### src/gtcd_cfg.svh
// Constants for the bus command decoder of the tape drive
//
// Function
// - Remote enable line is ignored; it changes nothing.
// - Secondary byte follows a primary byte under attention, any value 96 or above.
// - In host command mode, secondaries after own address select tape commands.
// - In verb command mode, every secondary byte is disregarded.
// - Universal commands are 0-31, 63, 95; act on untalk, unlisten, poll enable/disable.
// - Unlisten (63) ends a data string; only then the input buffer is parsed.
// - Untalk (95) under attention stops an addressed talker.
// - Once unaddressed, data bytes are ignored until the own listen address is received again.
// - Poll enable enters serial poll state, poll disable leaves it.
// - Service request is signalled by asserting the service request line.
// - Checksum of first 256 bytes compared to trailing byte; mismatch rereads.
// - After ten failed reads of a record, raise a service request.
// - Every checksum mismatch increments the read-error tally, recovered or not.
// - Secondary 24 takes and clears the tally at once, then talks the taken value out as ASCII digits.
// - Secondary 4 sends the stored program; both load statements use it.
// - Secondary 2 closes the file by writing an end-of-file mark.
// - Secondary 30 returns last error code as ASCII, clears error and request.
// - Secondary 27 with file number positions tape at that file.
// - Secondary 9 talks out the current file header string.
// - Secondary 13 sends the file as ASCII, records split by carriage return.
// - End-of-file mark is the single byte ff.
// - Listen address is 32 to 62, from the switch device number.
// - Talk address is 64 to 94, from the switch device number.
`ifndef GTCD_CFG_SVH
`define GTCD_CFG_SVH

`define GTCD_LAD_BASE 8'h20
`define GTCD_TAD_BASE 8'h40
`define GTCD_SEC_BASE 8'h60
`define GTCD_UNL 8'h3f
`define GTCD_UNT 8'h5f
`define GTCD_SPE 8'h18
`define GTCD_SPD 8'h19
`define GTCD_EOF_MARK 8'hff
`define GTCD_CR 8'h0d
`define GTCD_ASCII_0 8'h30
`define GTCD_CHK_BYTES 9'h100
`define GTCD_MAX_TRIES 4'ha
`define GTCD_DIG_TOP 3'h4
`define GTCD_SA_CLOSE 5'h02
`define GTCD_SA_PROG 5'h04
`define GTCD_SA_HEADER 5'h09
`define GTCD_SA_INPUT 5'h0d
`define GTCD_SA_ERRORS 5'h18
`define GTCD_SA_FIND 5'h1b
`define GTCD_SA_ERROR 5'h1e

`endif

### src/gtcd_pkg.sv
// Types for the bus command decoder of the tape drive
package gtcd_pkg;
	typedef enum logic [3:0] {
		GTCD_CMD_NONE = 4'h0,
		GTCD_CMD_CLOSE = 4'h1,
		GTCD_CMD_PROGRAM_READOUT = 4'h2,
		GTCD_CMD_HEADER = 4'h3,
		GTCD_CMD_INPUT = 4'h4,
		GTCD_CMD_FIND = 4'h5,
		GTCD_CMD_OTHER = 4'h6
	} gtcd_cmd_type;

	typedef enum logic [1:0] {
		GTCD_TX_IDLE = 2'b00,
		GTCD_TX_DIGIT = 2'b01,
		GTCD_TX_CR = 2'b11
	} gtcd_tx_type;
endpackage : gtcd_pkg

### src/gtcd_decoder.sv
// Bus command decoder with serial poll, service request and read-error tally
`timescale 1ns/1ps
`default_nettype none
`include "gtcd_cfg.svh"

module gtcd_decoder (
	input wire logic mclk_i,
	input wire logic resetn_i,
	input wire logic ce_i,
	input wire logic [4:0] dev_addr_i,
	input wire logic host_mode_i,
	input wire logic ren_i,
	input wire logic byte_stb_i,
	input wire logic [7:0] byte_i,
	input wire logic atn_i,
	input wire logic rec_done_i,
	input wire logic [7:0] rec_sum_i,
	input wire logic [7:0] rec_chk_i,
	input wire logic [7:0] err_code_i,
	input wire logic err_set_i,
	input wire logic tx_ready_i,
	output logic listen_o,
	output logic talk_o,
	output logic spoll_o,
	output logic srq_o,
	output logic reread_o,
	output logic parse_o,
	output logic data_stb_o,
	output logic [7:0] data_o,
	output gtcd_pkg::gtcd_cmd_type cmd_o,
	output logic cmd_stb_o,
	output logic eof_wr_o,
	output logic tx_valid_o,
	output logic [7:0] tx_byte_o,
	output logic [15:0] tally_o
);
	import gtcd_pkg::*;

	// ----------------------------------------
	// Address and command decode
	// ----------------------------------------
	logic listen_reg, listen_next, talk_reg, talk_next, spoll_reg, spoll_next;
	logic prim_reg, prim_next, srq_reg, srq_next, reread_reg, reread_next;
	logic parse_reg, parse_next, dstb_reg, dstb_next, cstb_reg, cstb_next;
	logic eof_reg, eof_next;
	logic [7:0] data_reg, data_next;
	gtcd_cmd_type cmd_reg, cmd_next;
	logic [3:0] tries_reg, tries_next;
	logic [15:0] tally_reg, tally_next;
	logic [7:0] err_reg, err_next;
	gtcd_tx_type tx_reg, tx_next;
	logic [15:0] txval_reg, txval_next;
	logic [7:0] txb_reg, txb_next;
	logic txv_reg, txv_next, lead_reg, lead_next, untalk_now;
	logic [2:0] txidx_reg, txidx_next;
	logic [15:0] pow_q, dig_q, rem_q;
	logic [7:0] mla, mta, sa_byte;
	logic sec_byte, own_sec, bad_sum;

	// Own addresses from the switch number; ren_i is deliberately unused
	assign mla = `GTCD_LAD_BASE | {3'h0, dev_addr_i};
	assign mta = `GTCD_TAD_BASE | {3'h0, dev_addr_i};
	assign sec_byte = byte_i >= `GTCD_SEC_BASE;
	assign own_sec = atn_i && byte_stb_i && sec_byte && prim_reg && host_mode_i;
	assign sa_byte = byte_i - `GTCD_SEC_BASE;
	assign bad_sum = rec_done_i && (rec_sum_i != rec_chk_i);
	assign dig_q = txval_reg / pow_q;
	assign rem_q = txval_reg % pow_q;
	assign untalk_now = byte_stb_i && atn_i && byte_i == `GTCD_UNT;

	// Place value of the digit being talked, highest first
	always_comb begin
		case (txidx_reg)
			3'h4: pow_q = 16'h2710;
			3'h3: pow_q = 16'h03e8;
			3'h2: pow_q = 16'h0064;
			3'h1: pow_q = 16'h000a;
			default: pow_q = 16'h0001;
		endcase
	end

	// Next state of the decoder
	always_comb begin
		listen_next = listen_reg;
		talk_next = talk_reg;
		spoll_next = spoll_reg;
		prim_next = prim_reg;
		srq_next = srq_reg;
		reread_next = 1'b0;
		parse_next = 1'b0;
		dstb_next = 1'b0;
		data_next = data_reg;
		cstb_next = 1'b0;
		cmd_next = cmd_reg;
		eof_next = 1'b0;
		tries_next = tries_reg;
		tally_next = tally_reg;
		err_next = err_reg;
		tx_next = tx_reg;
		txval_next = txval_reg;
		txb_next = txb_reg;
		txv_next = txv_reg;
		txidx_next = txidx_reg;
		lead_next = lead_reg;
		if (byte_stb_i && atn_i) begin
			prim_next = 1'b0;
			if (byte_i == `GTCD_UNL) begin
				if (listen_reg)
					parse_next = 1'b1;
				listen_next = 1'b0;
			end else if (byte_i == `GTCD_UNT) begin
				talk_next = 1'b0;
				tx_next = GTCD_TX_IDLE;
				txv_next = 1'b0;
			end else if (byte_i == `GTCD_SPE)
				spoll_next = 1'b1;
			else if (byte_i == `GTCD_SPD)
				spoll_next = 1'b0;
			else if (byte_i == mla) begin
				listen_next = 1'b1;
				prim_next = 1'b1;
			end else if (byte_i == mta) begin
				talk_next = 1'b1;
				prim_next = 1'b1;
			end else if (own_sec) begin
				cstb_next = 1'b1;
				case (sa_byte[4:0])
					`GTCD_SA_CLOSE: begin
						cmd_next = GTCD_CMD_CLOSE;
						eof_next = 1'b1;
					end
					`GTCD_SA_PROG: cmd_next = GTCD_CMD_PROGRAM_READOUT;
					`GTCD_SA_HEADER: cmd_next = GTCD_CMD_HEADER;
					`GTCD_SA_INPUT: cmd_next = GTCD_CMD_INPUT;
					`GTCD_SA_FIND: cmd_next = GTCD_CMD_FIND;
					`GTCD_SA_ERRORS: begin
						cmd_next = GTCD_CMD_OTHER;
						cstb_next = 1'b0;
						txval_next = tally_reg;
						tally_next = 16'h0000;
						tx_next = GTCD_TX_DIGIT;
						txidx_next = `GTCD_DIG_TOP;
						lead_next = 1'b0;
					end
					`GTCD_SA_ERROR: begin
						cmd_next = GTCD_CMD_OTHER;
						cstb_next = 1'b0;
						txval_next = {8'h00, err_reg};
						err_next = 8'h00;
						srq_next = 1'b0;
						tx_next = GTCD_TX_DIGIT;
						txidx_next = `GTCD_DIG_TOP;
						lead_next = 1'b0;
					end
					default: cmd_next = GTCD_CMD_OTHER;
				endcase
			end
		end else if (byte_stb_i && listen_reg) begin
			dstb_next = 1'b1;
			data_next = byte_i;
		end
		// Refill the output slot when empty or just taken; most significant digit first
		if ((!txv_reg || tx_ready_i) && !untalk_now) begin
			txv_next = 1'b0;
			if (tx_reg == GTCD_TX_CR && talk_reg) begin
				txb_next = `GTCD_CR;
				txv_next = 1'b1;
				tx_next = GTCD_TX_IDLE;
			end else if (tx_reg == GTCD_TX_DIGIT && talk_reg) begin
				txval_next = rem_q;
				if (txidx_reg == 3'h0)
					tx_next = GTCD_TX_CR;
				else
					txidx_next = txidx_reg - 3'h1;
				// Leading zeros are skipped, a lone zero is still sent
				if (dig_q != 16'h0000 || lead_reg || txidx_reg == 3'h0) begin
					txb_next = `GTCD_ASCII_0 + dig_q[7:0];
					txv_next = 1'b1;
					lead_next = 1'b1;
				end
			end
		end
		// Record checking and retries
		if (bad_sum) begin
			tally_next = tally_next + 16'h0001;
			if (tries_reg + 4'h1 >= `GTCD_MAX_TRIES) begin
				srq_next = 1'b1;
				tries_next = 4'h0;
			end else begin
				tries_next = tries_reg + 4'h1;
				reread_next = 1'b1;
			end
		end else if (rec_done_i)
			tries_next = 4'h0;
		if (err_set_i) begin
			err_next = err_code_i;
			srq_next = 1'b1;
		end
	end

	// Register the decoder state
	always_ff @(posedge mclk_i or negedge resetn_i) begin
		if (!resetn_i) begin
			listen_reg <= 1'b0;
			talk_reg <= 1'b0;
			spoll_reg <= 1'b0;
			prim_reg <= 1'b0;
			srq_reg <= 1'b0;
			reread_reg <= 1'b0;
			parse_reg <= 1'b0;
			dstb_reg <= 1'b0;
			data_reg <= 8'h00;
			cstb_reg <= 1'b0;
			cmd_reg <= GTCD_CMD_NONE;
			eof_reg <= 1'b0;
			tries_reg <= 4'h0;
			tally_reg <= 16'h0000;
			err_reg <= 8'h00;
			tx_reg <= GTCD_TX_IDLE;
			txval_reg <= 16'h0000;
			txb_reg <= 8'h00;
			txv_reg <= 1'b0;
			txidx_reg <= 3'h0;
			lead_reg <= 1'b0;
		end else if (ce_i) begin
			listen_reg <= listen_next;
			talk_reg <= talk_next;
			spoll_reg <= spoll_next;
			prim_reg <= prim_next;
			srq_reg <= srq_next;
			reread_reg <= reread_next;
			parse_reg <= parse_next;
			dstb_reg <= dstb_next;
			data_reg <= data_next;
			cstb_reg <= cstb_next;
			cmd_reg <= cmd_next;
			eof_reg <= eof_next;
			tries_reg <= tries_next;
			tally_reg <= tally_next;
			err_reg <= err_next;
			tx_reg <= tx_next;
			txval_reg <= txval_next;
			txb_reg <= txb_next;
			txv_reg <= txv_next;
			txidx_reg <= txidx_next;
			lead_reg <= lead_next;
		end
	end

	// Outputs straight from flip-flops
	assign listen_o = listen_reg;
	assign talk_o = talk_reg;
	assign spoll_o = spoll_reg;
	assign srq_o = srq_reg;
	assign reread_o = reread_reg;
	assign parse_o = parse_reg;
	assign data_stb_o = dstb_reg;
	assign data_o = data_reg;
	assign cmd_o = cmd_reg;
	assign cmd_stb_o = cstb_reg;
	assign eof_wr_o = eof_reg;
	assign tx_valid_o = txv_reg;
	assign tx_byte_o = txb_reg;
	assign tally_o = tally_reg;
endmodule : gtcd_decoder
`default_nettype wire

### config.mk
export PLATFORM = sky130hd
export DESIGN_NAME = gtcd_decoder
export DESIGN_NICKNAME = d
export VERILOG_FILES = /design/src/gtcd_pkg.sv /design/src/gtcd_decoder.sv
export VERILOG_INCLUDE_DIRS = /design/src /design/src/src
export SDC_FILE = /design/constraint.sdc
export NUM_CORES = 1
export LEC_CHECK = 0
export BUFFER_PORTS_ARGS = -buffer_cell sky130_fd_sc_hd__buf_4
export CAP_MARGIN = 40
export CORE_ASPECT_RATIO = 2
export CORE_MARGIN = 3
export CORE_UTILIZATION = 60
export CTS_CLUSTER_SIZE = 25
export DETAILED_ROUTE_END_ITERATION = 16
export PLACE_DENSITY = 0.8
export SLEW_MARGIN = 20
export SYNTH_ARGS = -nofsm -noshare
export SYNTH_HDL_FRONTEND = slang
export SYNTH_SLANG_ARGS = --single-unit
### constraint.sdc
create_clock -name mclk_i -period 86.8 [get_ports mclk_i]
set_clock_uncertainty 0.2 [all_clocks]
set_input_delay 8.68 -clock mclk_i [delete_from_list [all_inputs] [get_ports mclk_i]]
set_output_delay 8.68 -clock mclk_i [all_outputs]
set_load 0.01 [all_outputs]
After elaboration in Yosys (flattened, before gate mapping)
Cells that the tools add are included.

operators by class
  add/subtract/negate cells = 5
  div/mod/pow operators = 2
  $lt $le $gt $ge = 2
  equal/unequal tests = 33
  multiplexer cells = 141
  bitwise operators = 7
  reduce and logical (&&, ||, !) cells = 39

operator list
  cell                                                                    number
  16-bit 2-to-1 mux                                                       21
  8-bit 2-to-1 mux                                                        13
  1-bit 2-to-1 mux                                                        75
  14-bit one-hot mux with 4 select lines                                  1
  3-bit 2-to-1 mux                                                        13
  16-bit one-hot mux with 2 select lines                                  1
  2-bit 2-to-1 mux                                                        13
  2-bit inequality test (second input constant)                           11
  2-bit nonzero test                                                      11
  16-bit by 1-bit adder with 16-bit output (second input constant)        1
  16-bit by 16-bit divider with 16-bit output                             1
  8-bit by 5-bit equality test with 1-bit output (second input constant)  2
  16-bit by 16-bit modulo with 16-bit output                              1
  16-bit nonzero test                                                     1
  5-bit equality test (second input constant)                             3
  3-bit one-hot mux with 5 select lines                                   1
  4-bit 2-to-1 mux                                                        3
  5-bit by 4-bit equality test with 1-bit output (second input constant)  2
  1-bit logical AND                                                       10
  10-bit AND reduction                                                    1
  9-bit AND reduction                                                     1
  6-bit by 8-bit adder with 8-bit output (first input constant)           1
  8-bit by 6-bit equality test with 1-bit output                          1
  8-bit by 6-bit equality test with 1-bit output (second input constant)  1
  other kinds (27)                                                        40

storage, ports and cells
  flip-flop bits (word level) = 81
  bits of input ports = 47
  output and inout bits = 46
  logic and storage cells = 250

Longest topological paths before layout
  depth in word-level cells = 16
  depth in mapped cells = 153

Least setup slack after synthesis
Ideal clock, no wire load.

  path kind = reg-to-reg
  from = register txidx_reg[0]
  to = register txb_reg[4] (netlist: tx_byte_o[4])
  setup time = 0.126 ns
  arrival time = 29.902 ns
  required time = 86.474 ns
  setup slack = 56.572 ns
  stages on the path, launching flop included = 145
  buffers on the path = 12
  path through = dfrtp_1 > ha_1 > or4_4 > and2_1 > buf_6 > ha_1 > a21oi_1 > ha_1 > o21a_1 > or3_1 > a21oi_1 > nor2_1 > ha_1 > a21oi_1 > a32oi_1 > a2bb2oi_1 > ha_1 > a21oi_1 > (+109 left out) > mux2_2 > ha_1 > nand2_1 > nand2_1 > a21oi_1 > o21bai_1 > a21oi_1 > o21bai_1 > a21oi_1 > o21bai_1 > a21oi_1 > inv_1 > a21oi_1 > o31ai_1 > o21ai_1 > nand3_2 > buf_2 > a221o_1

between the ends
  cells in the longest elaborated chain, start to end = 8
  elaborated cells on any way between the ends = 16
  classes of those cells = 1 x add/sub; 1 x div; 4 x eq/ne; 4 x mux; 6 x reduce/logical

RTL lines
  what                                                                                 line                 text
  from (decl)                                                                          gtcd_decoder.sv:55   logic [2:0] txidx_reg, txidx_next;
  from (signal assigned)                                                               gtcd_decoder.sv:245  txidx_reg <= txidx_next;
  branches (longest 8 deep; another with 16-bit by 16-bit divider with 16-bit output)  -
  to (signal assigned)                                                                 gtcd_decoder.sv:243  txb_reg <= txb_next;
  to (decl)                                                                            gtcd_decoder.sv:53   logic [7:0] txb_reg, txb_next;

Several ways; the timed one is not identified. The select of a mux whose other input is x is not followed.
A chain may end at the register's enable or synchronous reset.

Worst setup path after layout
  from = register txidx_reg[0]
  to = register txval_reg[13]

between the ends
  cells in the longest elaborated chain, start to end = 6
  elaborated cells on any way between the ends = 9
  classes of those cells = 1 x div; 4 x eq/ne; 4 x mux

RTL lines
  what                                                                          line                 text
  3-bit by 1-bit equality test with 1-bit output, or another cell as far along  gtcd_decoder.sv:73   case (txidx_reg)
  14-bit one-hot mux with 4 select lines *                                      gtcd_decoder.sv:73
  16-bit by 16-bit modulo with 16-bit output *                                  gtcd_decoder.sv:68   assign rem_q = txval_reg % pow_q;
  16-bit 2-to-1 mux *                                                           gtcd_decoder.sv:169  end else if (tx_reg == GTCD_TX_DIGIT && talk_reg) begin
  16-bit 2-to-1 mux *                                                           gtcd_decoder.sv:165  if (tx_reg == GTCD_TX_CR && talk_reg) begin
  16-bit 2-to-1 mux *                                                           gtcd_decoder.sv:163  if ((!txv_reg || tx_ready_i) && !untalk_now) begin
  to (signal assigned)                                                          gtcd_decoder.sv:242  txval_reg <= txval_next;
  to (decl)                                                                     gtcd_decoder.sv:52   logic [15:0] txval_reg, txval_next;

Every way passes the cells marked *; elsewhere a longest branch is shown, timed or not.

==> results by group <==
Global route
  • Vias in the first global route: 11000
  • Initial antenna violation count: 0
  • Global-route usage over all layers: 32.4%
  • Congestion Overflow GR: 0
  • Largest net degree at the start of global routing: 59
  • Global-route wire length before repair: 52200 um

Route
  • DR vias/cell: 6.73
  • Drc violations: 0
  • Drt pass-1 iters: 5
  • Post-DRT Antenna Nets: 0
  • Routed len/inst: 19.6 um
  • DRT iter0 DRCs: 552
  • DRT Wirelength: 32500 um
  • Vias: 11200

Finish
  • Fraction of layout instances using a drive strength above 1: 14.1%
  • Post-layout nets: 1627
  • Max reg flops: 16
  • Antenna cell count: 0
  • Final cell area excluding filler cells: 0.0122 mm2
  • Area Overhead vs Synth: 10.9%
  • Filler instances: 1489
  • Final Util: 68.3%

Clock network
  • Worst-path clk slew: 60 ps
  • Num CTS Buffers: 9
  • CTS tree: done
  • H-tree depth: 3
  • Root buffer cell: clkbuf_16
  • Post-CTS resize count: 0
  • CTS Hold Bufs: 0
  • Max Buffers Root-to-Sink: 2
  • Setup Buffers After CTS: 0
  • CTS sink cnt: 80
  • Later-pin clock latency in the skew report: 340 ps

Setup path
  • Critical-path top delay cell: a31oi_1
  • Critical path class: reg2reg
  • Reg2reg start: txidx_reg[0]$_DFFE_PN0P_
  • Max stage delay on crit path: 640 ps
  • Worst r2r path cells: 140
  • CP most frequent cell: a21oi_1
  • Arrival time worst endpoint: 36200 ps
  • Reg2reg end: txval_reg[13]$_DFFE_PN0P_
  • CP Max Fanout: 25
  • Worst R2R Setup Slack: 50610 ps
  • Crit start category: register
  • CP required: 86810 ps
  • Critical path capture point type: register

Logic synthesis
  • EDFF count, synth: 0
  • Main synth FF type: dfrtp_1
  • Netlist Area Pre-Place: 0.0110 mm2
  • Synthesized area per cell: 8.01 um2
  • Synth warn: 0
  • Dominant cell type by area after synthesis: dfrtp_1
  • Syn Nets: 1559
  • FF+latch count, synth: 80
  • Gate count after technology mapping: 1375
  • Commonest cells post-synth: ha_1, nand2_1, nor2_1
  • Seq/Total Area, Yosys: 18.2%
  • Number of distinct library cells after synthesis: 94
  • Post-synth top area share: 18.2%
  • Area contributors post-synth: dfrtp_1, ha_1, a21oi_1
  • Most frequent cell after synthesis: ha_1
  • Asr flop ratio synth: 100%

Die
  • Number of cell rows: 69
  • Die area: 0.0201 mm2
  • Starting Density: 61.6%
  • IO Pins: 93
  • Core area: 0.0179 mm2
  • Die Ht: 198 um
  • Die W: 102 um

STA
  • Unrepaired setup endpoints after global routing: false
  • Worst slew margin: 43.1%
  • Final Hold Viols: 0
  • Max Slew Vio Count: 0
  • Final setup viols: 0
  • Setup WS post-layout: 50610 ps
  • Fin crit share: 41.7%
  • Final period demand of the worst path: 36190 ps
  • Setup TNS: 0 ps
  • Max frequency: 0.0276 GHz
  • Worst-Margin Slew: 846 ps

Min path
  • Hold Crit Class: reg2reg
  • WHS Path Cells: 2
  • Hold Crit Endpoint: data_o[0]$_DFFE_PN0P_
  • Hold Startpoint: data_o[0]$_DFFE_PN0P_

Placed design
  • Pre-CTS setup slack: 51350 ps
  • Placed Area: 0.0119 mm2
  • Placer Congestion: 0.958
  • Post-DP HPWL: 26000 um
  • Port bufs: 90

Run
  • # Max-Cap Violations: 0

Status
  • Status: finished clean
worst max path at each step:
stage	start	endpoint	slack [ps]	cells past startpoint
2_1_floorplan	txidx_reg[0]$_DFFE_PN0P_	tx_byte_o[4]$_DFFE_PN0P_	56570	144
3_3_place_gp	txidx_reg[0]$_DFFE_PN0P_	txval_reg[13]$_DFFE_PN0P_	51340	135
3_5_place_dp	txidx_reg[0]$_DFFE_PN0P_	txval_reg[13]$_DFFE_PN0P_	51350	140
4_1_cts	txidx_reg[0]$_DFFE_PN0P_	txval_reg[13]$_DFFE_PN0P_	51180	140
5_1_grt	txidx_reg[0]$_DFFE_PN0P_	txval_reg[13]$_DFFE_PN0P_	48130	140
6_report	txidx_reg[0]$_DFFE_PN0P_	txval_reg[13]$_DFFE_PN0P_	50610	140
kinds of logic (layout without fill, tap and decap cells):
group | after synthesis | in the layout | share of synthesized area, %
other | 1 | 1 | 0.0341
buffers and inverters | 105 | 178 | 3.78
XOR/XNOR | 102 | 102 | 8.12
adder cells (fa/ha/maj) | 137 | 137 | 15.6
multiplexers | 69 | 69 | 6.79
AO/OA/AOI/OAI | 458 | 458 | 28.9
AND/OR/NAND/NOR | 423 | 423 | 18.6
flip-flops | 80 | 80 | 18.2
per-layer routing:
layer,vias up,part of all wire (%),GRT usage (%),wire length (um)
met5,-,0,0,0
met4,0,10,27.6,3240
met3,168,4.4,2.79,1430
met2,441,52,59.4,16900
met1,5283,34,31.4,11000
li1,5286,-,-,-
metrics by stage:
step / instances / hold slack (ps)
finish: 1661 / 289
global route: 1661 / 311
CTS: 1660 / 289
detailed placement: 1644 / 266
global placement: 1639 / 269
floorplan: 1375 / 257
final cells by class:
type / instances / area, um2 / share of cell area (%)
Clock buffer: 10 / 239 / 1.96
Clock inverter: 6 / 72.6 / 0.595
Inverter: 58 / 218 / 1.78
Multi-Input combinational cell: 1190 / 8590 / 70.4
Sequential cell: 80 / 2000 / 16.4
Tap cell: 213 / 267 / 2.18
Timing Repair Buffer: 104 / 816 / 6.68
critical path, delay by kind of cell (launching register included):
| family | cells | cell delay [ps] |
|---|---|---|
| multiplexers | 6 | 2460 |
| flip-flops | 1 | 410 |
| AO/OA/AOI/OAI | 78 | 19240 |
| AND/OR/NAND/NOR | 29 | 6100 |
| buffers and inverters | 10 | 1730 |
| adder cells (fa/ha/maj) | 17 | 5870 |
cell usage in the layout, fill, tap and decap left out, types with 15 or more instances in the layout:
cell type  instances
ha_1             136
nand2_1          122
nor2_1           104
a21oi_1          102
buf_4             98
o21ai_0           88
dfrtp_1           80
inv_1             56
xnor2_1           54
xor2_1            48
nor3_1            45
mux2_2            45
o21a_1            34
nand3_1           33
a21o_1            28
mux2i_1           24
nand2b_1          20
nand4_1           16
and2_1            16
a22o_1            16
o211ai_1          15
o21bai_1          15
o31ai_1           15
Power is left out: the tool's default activity adds up to more than one toggle a clock period on the data nets, which glitch-free logic cannot reach.
